## config.mk

```make
export PLATFORM = sky130hd
export DESIGN_NAME = dpx_top
export DESIGN_NICKNAME = d
export VERILOG_FILES = /design/src/rtl/dpx_pkg.sv /design/src/rtl/dpx_cap_if.sv /design/src/rtl/dpx_edge_sync.sv /design/src/rtl/dpx_top.sv
export SDC_FILE = /design/constraint.sdc
export NUM_CORES = 1
export LEC_CHECK = 0
export BUFFER_PORTS_ARGS = -buffer_cell sky130_fd_sc_hd__buf_2
export CORE_MARGIN = 2
export CORE_UTILIZATION = 58
export CTS_CLUSTER_SIZE = 8
export DETAILED_ROUTE_END_ITERATION = 7
export GPL_ROUTABILITY_DRIVEN = 0
export GPL_TIMING_DRIVEN = 0
export PLACE_DENSITY = 0.79
export SKIP_LAST_GASP = 1
export SLEW_MARGIN = 0
export SYNTH_ARGS = -nofsm -noshare
export SYNTH_HDL_FRONTEND = slang
export SYNTH_SLANG_ARGS = --single-unit
```

## constraint.sdc

```tcl
create_clock -name clk -period 2.9 [get_ports clk]
set_clock_uncertainty 0.1 [all_clocks]
set_input_delay 0.58 -clock clk [delete_from_list [all_inputs] [get_ports clk]]
set_output_delay 0.58 -clock clk [all_outputs]
set_load 0.02 [all_outputs]
```

## src/rtl/dpx_pkg.sv

```systemverilog
package dpx_pkg;
   // bus and component widths
   localparam int BUS_W    = 12;
   localparam int COMP_W   = 8;
   localparam int FMT_W    = 3;
   localparam int CFG_W    = FMT_W + 2;
   // input format codes
   localparam logic [FMT_W-1:0] FMT_RGB24  = 3'h0;
   localparam logic [FMT_W-1:0] FMT_RGB15  = 3'h1;
   localparam logic [FMT_W-1:0] FMT_RGB16  = 3'h2;
   localparam logic [FMT_W-1:0] FMT_YCC422 = 3'h3;
   // format 0 field bounds
   localparam int F0_R_MSB   = 11;
   localparam int F0_R_LSB   = 4;
   localparam int F0_GHI_MSB = 3;
   localparam int F0_GLO_MSB = 11;
   localparam int F0_GLO_LSB = 8;
   // low byte of a half-word
   localparam int BYTE_MSB   = 7;
   // formats 1 and 2 field bounds
   localparam int F15_R_MSB  = 6;
   localparam int F15_R_LSB  = 2;
   localparam int F15_GHI_MSB = 1;
   localparam int F16_R_MSB  = 7;
   localparam int F16_R_LSB  = 3;
   localparam int F16_GHI_MSB = 2;
   localparam int FG_LO_MSB  = 7;
   localparam int FG_LO_LSB  = 5;
   localparam int FB_MSB     = 4;
   // capture sequencer states
   typedef enum logic {WAIT_FIRST, WAIT_SECOND} dpx_state_type;
endpackage

```

## src/rtl/dpx_cap_if.sv

```systemverilog
`timescale 1ns/10ps
`default_nettype none
interface dpx_cap_if;
   import dpx_pkg::*;
   logic                 rise;
   logic                 fall;
   logic [BUS_W-1:0]     word;
   logic [FMT_W-1:0]     fmt;
   logic                 edgeOrder;
   logic                 slotOrder;
   modport src (output rise, output fall, output word, output fmt, output edgeOrder, output slotOrder);
   modport snk (input rise, input fall, input word, input fmt, input edgeOrder, input slotOrder);
endinterface
`default_nettype wire

```

## src/rtl/dpx_edge_sync.sv

```systemverilog
`timescale 1ns/10ps
`default_nettype none
module dpx_edge_sync
   import dpx_pkg::*;
(
   input  wire logic              clk,
   input  wire logic              rstn,
   input  wire logic              pixClk,
   input  wire logic [BUS_W-1:0]  pixBus,
   input  wire logic [FMT_W-1:0]  pixFormat,
   input  wire logic              edgeOrder,
   input  wire logic              slotOrder,
   dpx_cap_if.src                 cap
);
   localparam int VEC_W = BUS_W + CFG_W + 1;

   logic [VEC_W-1:0] meta_reg;
   logic [VEC_W-1:0] meta_next;
   logic [VEC_W-1:0] sync_reg;
   logic [VEC_W-1:0] sync_next;
   logic             clkLast_reg;
   logic             clkLast_next;

   // two-stage synchroniser, clock edges found after it
   always_comb begin
      meta_next    = {pixClk, pixFormat, edgeOrder, slotOrder, pixBus};
      sync_next    = meta_reg;
      clkLast_next = sync_reg[VEC_W-1];
   end

   always_ff @(posedge clk or negedge rstn) begin
      if (!rstn) begin
         meta_reg    <= '0;
         sync_reg    <= '0;
         clkLast_reg <= 1'b0;
      end else begin
         meta_reg    <= meta_next;
         sync_reg    <= sync_next;
         clkLast_reg <= clkLast_next;
      end
   end

   assign cap.rise      = sync_reg[VEC_W-1] & ~clkLast_reg;
   assign cap.fall      = ~sync_reg[VEC_W-1] & clkLast_reg;
   assign cap.word      = sync_reg[BUS_W-1:0];
   assign cap.slotOrder = sync_reg[BUS_W];
   assign cap.edgeOrder = sync_reg[BUS_W+1];
   assign cap.fmt       = sync_reg[VEC_W-2:BUS_W+2];
endmodule
`default_nettype wire

```

## src/rtl/dpx_top.sv

```systemverilog
// Summary of operation
// - edge bit 0: first half on rising edge; bit 1: first half on falling edge.
// - slot bit 0: green-3 half is first data; slot bit 1 swaps the halves.
// - format 0 green-3 half: green 3..0 on bits 11..8, blue on 7..0.
// - format 0 red half: red on bits 11..4, green 7..4 on bits 3..0.
// - format 1: 5-5-5 RGB on low byte, bit 7 of red half ignored.
// - format 2: 5-6-5 RGB on low byte of both halves.
// - format 3: Cb, Y0 in cycle n; Cr, Y1 in cycle n+1.
`timescale 1ns/10ps
`default_nettype none
module dpx_top
   import dpx_pkg::*;
(
   input  wire logic              clk,
   input  wire logic              rstn,
   input  wire logic              pixClk,
   input  wire logic [BUS_W-1:0]  pixBus,
   input  wire logic [FMT_W-1:0]  pixFormat,
   input  wire logic              edgeOrder,
   input  wire logic              slotOrder,
   output logic                   pixValid,
   output logic [COMP_W-1:0]      pixRed,
   output logic [COMP_W-1:0]      pixGreen,
   output logic [COMP_W-1:0]      pixBlue,
   output logic [COMP_W-1:0]      pixLuma1
);
   dpx_cap_if cap ();

   dpx_edge_sync u_sync (
      .clk       (clk),
      .rstn      (rstn),
      .pixClk    (pixClk),
      .pixBus    (pixBus),
      .pixFormat (pixFormat),
      .edgeOrder (edgeOrder),
      .slotOrder (slotOrder),
      .cap       (cap)
   );

   dpx_state_type     state_reg;
   dpx_state_type     state_next;
   logic [BUS_W-1:0]  firstHalf_reg;
   logic [BUS_W-1:0]  firstHalf_next;
   logic [CFG_W-1:0]  cfg_reg;
   logic [CFG_W-1:0]  cfg_next;
   logic              phase_reg;
   logic              phase_next;
   logic [COMP_W-1:0] cbHold_reg;
   logic [COMP_W-1:0] cbHold_next;
   logic [COMP_W-1:0] y0Hold_reg;
   logic [COMP_W-1:0] y0Hold_next;
   logic              valid_reg;
   logic              valid_next;
   logic [COMP_W-1:0] red_reg;
   logic [COMP_W-1:0] red_next;
   logic [COMP_W-1:0] green_reg;
   logic [COMP_W-1:0] green_next;
   logic [COMP_W-1:0] blue_reg;
   logic [COMP_W-1:0] blue_next;
   logic [COMP_W-1:0] luma1_reg;
   logic [COMP_W-1:0] luma1_next;
   logic              firstEdge;
   logic              secondEdge;
   logic [BUS_W-1:0]  gHalf;
   logic [BUS_W-1:0]  rHalf;
   logic [CFG_W-1:0]  cfgNow;

   assign firstEdge  = cap.edgeOrder ? cap.fall : cap.rise;
   assign secondEdge = cap.edgeOrder ? cap.rise : cap.fall;
   assign gHalf  = cap.slotOrder ? cap.word : firstHalf_reg;
   assign rHalf  = cap.slotOrder ? firstHalf_reg : cap.word;
   assign cfgNow = {cap.fmt, cap.edgeOrder, cap.slotOrder};

   always_comb begin
      state_next     = state_reg;
      firstHalf_next = firstHalf_reg;
      cfg_next       = cfgNow;
      phase_next     = phase_reg;
      cbHold_next    = cbHold_reg;
      y0Hold_next    = y0Hold_reg;
      valid_next     = 1'b0;
      red_next       = red_reg;
      green_next     = green_reg;
      blue_next      = blue_reg;
      luma1_next     = luma1_reg;
      if (cfgNow != cfg_reg) begin
         // restart alignment on any mode change
         state_next = WAIT_FIRST;
         phase_next = 1'b0;
      end else begin
         case (state_reg)
            WAIT_FIRST: begin
               if (firstEdge) begin
                  firstHalf_next = cap.word;
                  state_next     = WAIT_SECOND;
               end
            end
            WAIT_SECOND: begin
               if (secondEdge) begin
                  state_next = WAIT_FIRST;
                  case (cap.fmt)
                     FMT_RGB24: begin
                        valid_next = 1'b1;
                        red_next   = rHalf[F0_R_MSB:F0_R_LSB];
                        green_next = {rHalf[F0_GHI_MSB:0], gHalf[F0_GLO_MSB:F0_GLO_LSB]};
                        blue_next  = gHalf[BYTE_MSB:0];
                        luma1_next = '0;
                     end
                     FMT_RGB15: begin
                        valid_next = 1'b1;
                        red_next   = {3'h0, rHalf[F15_R_MSB:F15_R_LSB]};
                        green_next = {3'h0, rHalf[F15_GHI_MSB:0], gHalf[FG_LO_MSB:FG_LO_LSB]};
                        blue_next  = {3'h0, gHalf[FB_MSB:0]};
                        luma1_next = '0;
                     end
                     FMT_RGB16: begin
                        valid_next = 1'b1;
                        red_next   = {3'h0, rHalf[F16_R_MSB:F16_R_LSB]};
                        green_next = {2'h0, rHalf[F16_GHI_MSB:0], gHalf[FG_LO_MSB:FG_LO_LSB]};
                        blue_next  = {3'h0, gHalf[FB_MSB:0]};
                        luma1_next = '0;
                     end
                     FMT_YCC422: begin
                        if (!phase_reg) begin
                           cbHold_next = gHalf[BYTE_MSB:0];
                           y0Hold_next = rHalf[BYTE_MSB:0];
                           phase_next  = 1'b1;
                        end else begin
                           valid_next  = 1'b1;
                           blue_next   = cbHold_reg;
                           green_next  = y0Hold_reg;
                           red_next    = gHalf[BYTE_MSB:0];
                           luma1_next  = rHalf[BYTE_MSB:0];
                           phase_next  = 1'b0;
                        end
                     end
                     default: begin
                        valid_next = 1'b0;
                     end
                  endcase
               end
            end
            default: begin
               state_next = WAIT_FIRST;
            end
         endcase
      end
   end

   always_ff @(posedge clk or negedge rstn) begin
      if (!rstn) begin
         state_reg     <= WAIT_FIRST;
         firstHalf_reg <= '0;
         cfg_reg       <= '0;
         phase_reg     <= 1'b0;
         cbHold_reg    <= '0;
         y0Hold_reg    <= '0;
         valid_reg     <= 1'b0;
         red_reg       <= '0;
         green_reg     <= '0;
         blue_reg      <= '0;
         luma1_reg     <= '0;
      end else begin
         state_reg     <= state_next;
         firstHalf_reg <= firstHalf_next;
         cfg_reg       <= cfg_next;
         phase_reg     <= phase_next;
         cbHold_reg    <= cbHold_next;
         y0Hold_reg    <= y0Hold_next;
         valid_reg     <= valid_next;
         red_reg       <= red_next;
         green_reg     <= green_next;
         blue_reg      <= blue_next;
         luma1_reg     <= luma1_next;
      end
   end

   assign pixValid = valid_reg;
   assign pixRed   = red_reg;
   assign pixGreen = green_reg;
   assign pixBlue  = blue_reg;
   assign pixLuma1 = luma1_reg;

   // helper slices for checks
   logic [COMP_W-1:0] wordLow;
   logic [COMP_W-1:0] firstHi;
   assign wordLow = cap.word[BYTE_MSB:0];
   assign firstHi = firstHalf_reg[F0_R_MSB:F0_R_LSB];
endmodule
`default_nettype wire

```

==> flow_metrics.py, run 1 <==
metrics = {
    "floorplan": {
        "die_w_microns": 91.77,
        "io_pins": 53,
        "die-area_sq_um": 8422,
        "std_cell_rows": 32,
        "coreArea_sq_um": 7607,
        "die_h_microns": 91.77,
        "start_util_pct": 58.73,
    },
    "global_route": {
        "grt_util_all_layers_pct": 23.23,
        "grt_pass1_wl_mm": 15.19,
        "grt_overflow_total": 0,
        "grt_max_degree": 61,
        "grt_pass1_vias": 2962,
        "antenna_found_initial": 0,
    },
    "routing": {
        "wl_per_cell_microns": 18.42,
        "drt_wl_total_mm": 9.284,
        "firstDrtPassIters": 4,
        "ant_nets": 0,
        "first_iter_violations": 250,
        "vias": 2906,
        "drc_errors": 0,
        "post_drt_via_cell_ratio": 5.766,
    },
    "pwr": {
        "p_leak_nw": 2.555,
        "power_density_nw_per_um2": 549.3,
        "ir_drop_mv": 0.2856,
    },
    "synth": {
        "yosys-top-cells-area": "dfrtp_1, mux2_4, mux2_2, mux2i_1, o21ai_0",
        "avgSynthCellArea_sq_um": 13.42,
        "yosys.area.top_type": "dfrtp_1",
        "async_flop_share_pct": 100.0,
        "synth_flop_cell": "dfrtp_1",
        "syn_nets": 353,
        "synth-edff-count": 0,
        "synth_cell_types": 40,
        "ys_seq_area_share_pct": 58.81,
        "ys_ff_latch": 105,
        "netlist_instances": 333,
        "synth_top_area_share_pct": 58.81,
        "yosysWarnings": 0,
        "syn-cell-area_sq_um": 4468,
    },
    "timing": {
        "setup_viol": 0,
        "fmax_mhz": 421.2,
        "tns_ns": 0,
        "worst_pin_slew_ns": 0.7013,
        "rsz0062_at_grt": "no",
        "slew_viol_final": 0,
        "period_needed_ns": 2.374,
        "maxSlewHeadroom_pct": 51.91,
        "period_share_pct": 81.87,
        "hold_viol": 0,
    },
    "critical_path": {
        "crit_chain": "buf_2 > nand3b_1 > a21oi_1 > nand4b_2 > buf_4 > mux2_2",
        "end_kind": "register",
        "critical_path_buf_inv_count": 2,
        "crit_slowest_cell": "a21oi_1",
        "required_ns": 3.06,
        "cpLargestDelayFamily": "simple AND/OR/NAND/NOR gates",
        "crit_fanout": 10,
        "rr_startpoint": "u_sync.sync_reg[14]$_DFF_PN0_",
        "startpoint": "u_sync.sync_reg[14]$_DFF_PN0_",
        "endpoint": "y0Hold_reg[5]$_DFFE_PN0P_",
        "r2r_slack_ns": 0.53,
        "critPathKind": "register to register",
        "worstRegToRegCells": 6,
        "r2r-end": "y0Hold_reg[5]$_DFFE_PN0P_",
        "start_kind": "register",
        "crit_cells": 6,
        "crit_arrival_ns": 2.54,
        "cpPeakStageDelay_ns": 0.36,
    },
    "cts": {
        "cts_tree": "done",
        "cts_hold_buf": 0,
        "cts_setup_buffers": 0,
        "clock-root-buffer": "clkbuf_8",
        "cts_buffer_depth": 2,
        "cts_inserted_buffers": 9,
        "clk_pin_slew_ns": 0.10,
        "cts_sinks": 105,
        "ctsResizeCount": 0,
        "cts_htree_levels": 3,
        "clkLatencyLatePin_ns": 0.38,
    },
    "layout": {
        "finalNetCount": 417,
        "drive_above_1_share_pct": 33.83,
        "antenna_cells": 0,
        "fin_util_pct": 66.88,
        "stdcell_area_sq_um": 5087,
        "area_growth_pct": 13.86,
        "final_common_cell": "dfrtp_1",
        "most-common-layout-cells": "dfrtp_1, buf_2, mux2_2",
    },
    "placed_design": {
        "dp_hpwl_mm": 6.335,
        "placed_cell_area_sq_um": 4886,
        "portBuffers": 52,
    },
    "status": {
        "status": "completed",
    },
    "job": {
        "maxCapViolations": 0,
    },
    "worst_hold_path": {
        "hold_path.class": "input pin to async pin",
    },
}
-- cell usage after synthesis (6+ instances only) --
cell type,count
mux2_2,26
inv_1,12
mux2_4,21
mux2i_1,22
buf_2,6
o31ai_1,12
clkbuf_1,10
a21oi_1,13
o21ai_0,25
nand2_1,8
nor2_1,12
dfrtp_1,105
-- cells by family after synthesis --
| logic type | count (synthesis) | synth area share, % |
|---|---|---|
| AO/OA/AOI/OAI | 77 | 11.48 |
| buffers and inverters | 35 | 4.397 |
| AND/OR/NAND/NOR | 42 | 5.797 |
| XOR/XNOR | 5 | 0.9801 |
| flip-flops | 105 | 58.81 |
| multiplexers | 69 | 18.54 |
-- routing by layer --
layer  share of wire [%]  vias to the layer above  global-route usage, %
li1                    -                     1325                      -
met1                  46                     1484                  32.23
met2                  47                       80                  35.66
met3                 4.7                       17                  5.670
met4                 2.2                        0                  9.204
met5                   0                        -                      0
-- worst min-delay path by stage --
stage,start,end
6_report,rstn,pixLuma1[1]$_DFFE_PN0P_
5_1_grt,rstn,firstHalf_reg[11]$_DFFE_PN0P_
4_1_cts,rstn,cbHold_reg[7]$_DFFE_PN0P_
3_5_place_dp,u_sync.meta_reg[10]$_DFF_PN0_,u_sync.sync_reg[10]$_DFF_PN0_
3_3_place_gp,u_sync.meta_reg[8]$_DFF_PN0_,u_sync.sync_reg[8]$_DFF_PN0_
2_1_floorplan,rstn,cbHold_reg[0]$_DFFE_PN0P_
-- stage by stage --
stage	hold WS (ns)	total power, mW	std cells	setup slack [ns]
after floorplan	0.1844	1.781	333	0.8472
after detailed placement	0.2347	1.893	488	0.5583
after global placement	0.2325	1.878	487	0.03932
after CTS	0.1216	2.802	504	0.5413
final	0.1013	2.794	504	0.5258
after global routing	0.1412	2.903	504	0.4388
-- report_power, final --
group	internal, mW	total, mW	switching (mW)	leakage, nW
combinational	0.136	0.301	0.165	1.09
sequential	1.52	1.57	0.0453	1.36
clock	0.408	0.924	0.516	0.105
-- cell type report --
| class | instances | area [sq um] |
|---|---|---|
| multi-input cells | 193 | 1644 |
| plain buffers | 23 | 151.4 |
| inverters | 12 | 45.04 |
| fillers | 573 | 2520 |
| repair buffers | 53 | 290.3 |
| clock inverters | 7 | 77.57 |
| clock buffers | 9 | 123.9 |
| well taps | 102 | 127.6 |
| flip-flops and latches | 105 | 2628 |
Power figures use the tool's default switching activity.
==> run 2, diff against run 1 <==
==> constraint.sdc (replaced) <==
create_clock -name clk -period 2.3 [get_ports clk]
set_clock_uncertainty 0.1 [all_clocks]
set_input_delay 0.46 -clock clk [delete_from_list [all_inputs] [get_ports clk]]
set_output_delay 0.46 -clock clk [all_outputs]
set_load 0.02 [all_outputs]
==> run 2 against run 1 <==
The flow now finishes with violations (negative hold slack). Clock power is 27% higher. Critical path depth stayed put. Worst setup slack worse by 0.47 ns. Utilization is 0.38 points higher. Sequential cell count stayed put. Power is 26% higher. Die area stayed put. Clock-buffer cell count stayed put. Critical path type unchanged. Maximum frequency is 6.0% higher. Combinational power is 27% higher. Global-route usage hardly changed. Wire length hardly changed.
==> flow_metrics.py, run 2 (same netlist as run 1, synthesis figures left out) <==
metrics = {
    "cts": {
        "cts_inserted_buffers": 9,
        "cts_sinks": 105,
        "cts_htree_levels": 3,
        "clk_pin_slew_ns": 0.10,
        "cts_hold_buf": 0,
        "cts_buffer_depth": 2,
        "clkLatencyLatePin_ns": 0.38,
        "clock-root-buffer": "clkbuf_8",
        "cts_tree": "done",
    },
    "floorplan": {
        "die_w_microns": 91.77,
        "start_util_pct": 58.73,
        "std_cell_rows": 32,
        "die-area_sq_um": 8422,
        "die_h_microns": 91.77,
        "io_pins": 53,
        "coreArea_sq_um": 7607,
    },
    "pwr": {
        "total_power_mw": 3.531,
        "p_leak_nw": 2.567,
        "ir_drop_mv": 0.3602,
        "power_density_nw_per_um2": 690.2,
    },
    "layout": {
        "antenna_cells": 0,
        "area_growth_pct": 14.51,
        "n_fill_cell": 569,
        "finalNetCount": 419,
        "multi_input_area_sq_um": 1657,
        "stdcell_area_sq_um": 5116,
        "final_common_cell": "dfrtp_1",
        "regArea_sq_um": 2628,
        "most-common-layout-cells": "dfrtp_1, buf_2, mux2_2",
        "drive_above_1_share_pct": 35.15,
    },
    "routing": {
        "wl_per_cell_microns": 18.34,
        "vias": 2915,
        "post_drt_via_cell_ratio": 5.761,
        "first_iter_violations": 228,
        "ant_nets": 0,
        "drc_errors": 0,
        "firstDrtPassIters": 5,
        "drt_wl_total_mm": 9.280,
    },
    "global_route": {
        "grt_max_degree": 61,
        "grt_overflow_total": 0,
        "grt_util_all_layers_pct": 23.27,
        "grt_pass1_vias": 2972,
        "antenna_found_initial": 0,
        "grt_pass1_wl_mm": 15.21,
    },
    "placed_design": {
        "placed_cell_area_sq_um": 4886,
        "portBuffers": 52,
        "dp_hpwl_mm": 6.335,
        "pre_cts_ws_ns": -0.04172,
    },
    "worst_hold_path": {
        "hold_path.class": "input pin to async pin",
    },
    "timing": {
        "slew_viol_final": 0,
        "period_needed_ns": 2.240,
        "fmax_mhz": 446.4,
        "hold_viol": 45,
        "rsz0062_at_grt": "yes",
        "worst_slack_ns": 0.05973,
        "hold_ws_ns": -0.02159,
        "maxSlewHeadroom_pct": 53.06,
        "setup_viol": 0,
        "worst_pin_slew_ns": 0.6846,
        "period_share_pct": 97.40,
    },
    "status": {
        "violations": "negative hold slack",
        "status": "finished with violations",
    },
    "critical_path": {
        "start_kind": "register",
        "end_kind": "register",
        "required_ns": 2.47,
        "crit_arrival_ns": 2.41,
        "critPathKind": "register to register",
        "crit_fanout": 10,
    },
    "job": {
        "maxCapViolations": 0,
    },
}
-- run 2: changes by cell type in the layout (fill, tap and decap cells not counted), sizes merged --
cell and delta:
buf +2
-- run 2: timing repair --
action | CTS | global route
pin swaps | 1 | 1
endpoints found under the setup margin | 13 | 12
setup buffers | 1 | 1
gates resized for setup | 1 | 4
-- run 2: layout make-up --
| class | count | area share [%] |
|---|---|---|
| timing repair buffer | 55 | 5.967 |
| inverter | 12 | 0.8804 |
| buffer | 23 | 2.984 |
| clock inverter | 7 | 1.516 |
| clock buffer | 9 | 2.421 |
| sequential | 105 | 51.36 |
| tap | 102 | 2.494 |
| multi-input combinational | 193 | 32.38 |
-- run 2: worst max-delay path, stage by stage, from the launching register on --
cell      delay [ns]
dfrtp_1         0.35
clkbuf_1        0.19
buf_2           0.34
buf_2           0.36
mux2i_1         0.39
a21oi_1         0.12
mux2_4          0.28
-- run 2: where the power goes --
group,internal [mW],switching [mW]
clock network,0.515,0.654
logic,0.175,0.208
registers,1.92,0.0578
-- run 2: per-layer routing --
layer  track usage [%]  wire length (microns)
met5                 0                      0
met2             35.78                   4366
met4             9.204                    212
met3             5.670                    478
met1             32.23                   4223
-- run 2: path summary, 6_finish.rpt --
kind                                                    start                            to  slack (ns)  depth (start not counted)
worst min-delay path                                     rstn  firstHalf_reg[1]$_DFFE_PN0P_       -0.02                          1
min in group clk                                    pixBus[9]  u_sync.meta_reg[9]$_DFF_PN0_        0.07                          1
worst max-delay path            u_sync.sync_reg[12]$_DFF_PN0_        pixBlue[3]$_DFFE_PN0P_        0.06                          6
max in group asynchronous                                rstn     y0Hold_reg[1]$_DFFE_PN0P_        1.44                          2
worst min register to register   u_sync.meta_reg[3]$_DFF_PN0_  u_sync.sync_reg[3]$_DFF_PN0_        0.25                          0
worst max register to register  u_sync.sync_reg[12]$_DFF_PN0_        pixBlue[3]$_DFFE_PN0P_        0.06                          6
-- run 2: metrics by stage --
stage                     utilization, %  setup TNS, ns  std cells
after floorplan                        -              0        333
after CTS                          67.02              0        505
after global placement             63.83         -45.51        487
final                              67.25              0        506
after global routing               67.25       -0.09407        506
after detailed placement           64.23        -0.1223        488
==> run 3, diff against run 2 <==
--- a/config.mk
+++ b/config.mk
@@ -7,14 +7,16 @@
 export LEC_CHECK = 0
 export BUFFER_PORTS_ARGS = -buffer_cell sky130_fd_sc_hd__buf_2
 export CORE_MARGIN = 2
-export CORE_UTILIZATION = 58
+export CORE_UTILIZATION = 62
 export CTS_CLUSTER_SIZE = 8
 export DETAILED_ROUTE_END_ITERATION = 7
 export GPL_ROUTABILITY_DRIVEN = 0
 export GPL_TIMING_DRIVEN = 0
-export PLACE_DENSITY = 0.79
+export HOLD_SLACK_MARGIN = 0.03
+export PLACE_DENSITY = 0.84
 export SKIP_LAST_GASP = 1
 export SLEW_MARGIN = 0
 export SYNTH_ARGS = -nofsm -noshare
 export SYNTH_HDL_FRONTEND = slang
+export SYNTH_HIERARCHICAL = 1
 export SYNTH_SLANG_ARGS = --single-unit
==> constraint.sdc (replaced) <==
create_clock -name clk -period 2.91 [get_ports clk]
set_clock_uncertainty 0.1 [all_clocks]
set_input_delay 0.582 -clock clk [delete_from_list [all_inputs] [get_ports clk]]
set_output_delay 0.582 -clock clk [all_outputs]
set_load 0.02 [all_outputs]
==> run 3 against run 2 <==
The run now ends clean. Synthesized cell count rose by 2.1%. Sequential power shrank 21%. Power is 22% lower. Utilization is 4.8 points higher. Critical path depth is 1 higher. Cell area up 1.7%. Maximum frequency is 7.0% lower. Clock power fell by 30%. Worst hold slack better by 0.15 ns. Clock-buffer cell count stayed put. Largest power group unchanged.
==> flow_metrics.py, run 3 <==
metrics = {
    "placed_design": {
        "pre_cts_ws_ns": 0.4957,
        "dp_hpwl_mm": 6.118,
        "portBuffers": 52,
        "placed_cell_area_sq_um": 5024,
        "place_inst": 492,
    },
    "layout": {
        "finalNetCount": 424,
        "stdcell_area_sq_um": 5201,
        "area_growth_pct": 12.84,
        "fin_util_pct": 72.10,
        "drive_above_1_share_pct": 37.16,
        "fin_cells": 508,
        "most-common-layout-cells": "dfrtp_1, buf_2, mux2_2",
        "antenna_cells": 0,
        "final_common_cell": "dfrtp_1",
    },
    "floorplan": {
        "io_pins": 53,
        "std_cell_rows": 31,
        "start_util_pct": 63.89,
        "die_h_microns": 90.23,
        "die_w_microns": 90.23,
        "die-area_sq_um": 8141,
        "coreArea_sq_um": 7214,
    },
    "critical_path": {
        "cpLargestDelayFamily": "simple AND/OR/NAND/NOR gates",
        "start_kind": "register",
        "crit_arrival_ns": 2.58,
        "rr_startpoint": "u_sync/sync_reg[15]$_DFF_PN0_",
        "end_kind": "register",
        "critPathKind": "register to register",
        "required_ns": 3.08,
        "r2r_slack_ns": 0.50,
        "critical_path_buf_inv_count": 3,
        "path_common_cell": "buf_4",
        "crit_slowest_cell": "nor3_2",
        "cpPeakStageDelay_ns": 0.55,
        "crit_chain": "buf_4 > buf_6 > nand2_1 > o2111ai_1 > nor3_2 > buf_4 > mux2_2",
        "worstRegToRegCells": 7,
        "r2r-end": "pixGreen[4]$_DFFE_PN0P_",
        "crit_fanout": 10,
    },
    "pwr": {
        "p_leak_nw": 2.620,
        "total_power_mw": 2.771,
        "power_density_nw_per_um2": 532.8,
        "ir_drop_mv": 0.3495,
    },
    "cts": {
        "clock-root-buffer": "clkbuf_8",
        "cts_sinks": 105,
        "cts_inserted_buffers": 9,
        "clkLatencyLatePin_ns": 0.37,
        "cts_buffer_depth": 2,
        "cts_tree": "done",
        "cts_hold_buf": 0,
        "cts_htree_levels": 3,
        "clk_pin_slew_ns": 0.10,
        "cts_setup_buffers": 0,
        "ctsResizeCount": 0,
    },
    "synth": {
        "synth_top_area_share_pct": 57.00,
        "syn-cell-area_sq_um": 4609,
        "ys_ff_latch": 105,
        "yosysMostFrequentCell": "dfrtp_1",
        "async_flop_share_pct": 100.0,
        "yosys.area.top_type": "dfrtp_1",
        "synth_top_family_by_area": "multiplexers",
        "netlist_instances": 340,
        "yosys-mux-area-fraction_pct": 24.24,
        "synth_flop_cell": "dfrtp_1",
        "synth_cell_types": 37,
        "ys_seq_area_share_pct": 57.00,
        "avgSynthCellArea_sq_um": 13.56,
        "synth-edff-count": 0,
        "synth_xor_area_share_pct": 1.303,
        "syn_nets": 360,
        "yosys-top-cells-area": "dfrtp_1, mux2_2, mux2i_1, mux2_1, buf_4",
        "synth_compound_area_share_pct": 6.515,
        "synth_fa_ha_area_share_pct": 0,
        "netlist_top_cells_count": "dfrtp_1, mux2_2, mux2i_1",
        "yosys.area_share.simple_pct": 4.832,
        "yosysWarnings": 6,
    },
    "global_route": {
        "grt_overflow_total": 0,
        "grt_pass1_wl_mm": 14.59,
        "grt_util_all_layers_pct": 22.80,
        "grt_max_degree": 57,
        "grt_pass1_vias": 2983,
        "antenna_found_initial": 0,
    },
    "routing": {
        "firstDrtPassIters": 6,
        "post_drt_via_cell_ratio": 5.561,
        "wl_per_cell_microns": 16.73,
        "vias": 2825,
        "ant_nets": 0,
        "first_iter_violations": 256,
        "drt_wl_total_mm": 8.499,
        "drc_errors": 0,
    },
    "job": {
        "maxCapViolations": 0,
    },
    "timing": {
        "rsz0062_at_grt": "no",
        "worst_pin_slew_ns": 0.6931,
        "period_share_pct": 82.76,
        "setup_viol": 0,
        "period_needed_ns": 2.408,
        "fmax_mhz": 415.2,
        "hold_ws_ns": 0.1255,
        "slew_viol_final": 0,
        "worst_slack_ns": 0.5017,
        "hold_viol": 0,
        "maxSlewHeadroom_pct": 53.54,
        "tns_ns": 0,
    },
    "status": {
        "status": "completed",
    },
    "worst_hold_path": {
        "hold_path.class": "input pin to async pin",
    },
}
[run 3: worst max path at each step]
stage | from | end | slack (ns) | cells after the start
floorplan | u_sync/sync_reg[15]$_DFF_PN0_ | firstHalf_reg[0]$_DFFE_PN0P_ | 0.87 | 7
global placement | rstn | u_sync/meta_reg[9]$_DFF_PN0_ | 0.11 | 1
detailed placement | u_sync/sync_reg[15]$_DFF_PN0_ | pixGreen[0]$_DFFE_PN0P_ | 0.50 | 7
CTS | u_sync/sync_reg[15]$_DFF_PN0_ | pixGreen[4]$_DFFE_PN0P_ | 0.47 | 7
global route | u_sync/sync_reg[12]$_DFF_PN0_ | pixLuma1[2]$_DFFE_PN0P_ | 0.34 | 6
finish | u_sync/sync_reg[15]$_DFF_PN0_ | pixGreen[4]$_DFFE_PN0P_ | 0.50 | 7
[run 3: final cells by class]
cell class              count  area (sq um)
clock buffers               9         123.9
fillers                   516          2013
well taps                  99         123.9
multi-input cells         185          1700
plain buffers              32         214.0
clock inverters             7         53.80
flip-flops and latches    105          2628
repair buffers             53         290.3
inverters                  18         67.56
[run 3: where the power goes]
group / internal, mW / switching (mW)
sequential: 1.52 / 0.0477
combinational: 0.186 / 0.192
clock: 0.317 / 0.505
total: 2.03 / 0.745
[run 3: worst register-to-register path: stages (launching register included)]
cell	delay, ns
dfrtp_1	0.37
buf_4	0.14
buf_6	0.14
nand2_1	0.19
o2111ai_1	0.15
nor3_2	0.55
buf_4	0.31
mux2_2	0.36
[run 3: layer usage]
layer	global-route usage, %	part of all wire, %	vias up
met5	0	0	-
met4	8.974	2.1	0
met3	4.275	4.6	17
met2	36.28	49	86
met1	31.48	44	1417
li1	-	-	1305
[run 3: logic make-up after synthesis]
family | count (synthesis)
buf+inv | 50
compound gates | 44
flops | 105
xor+xnor | 6
mux | 94
simple gates | 41
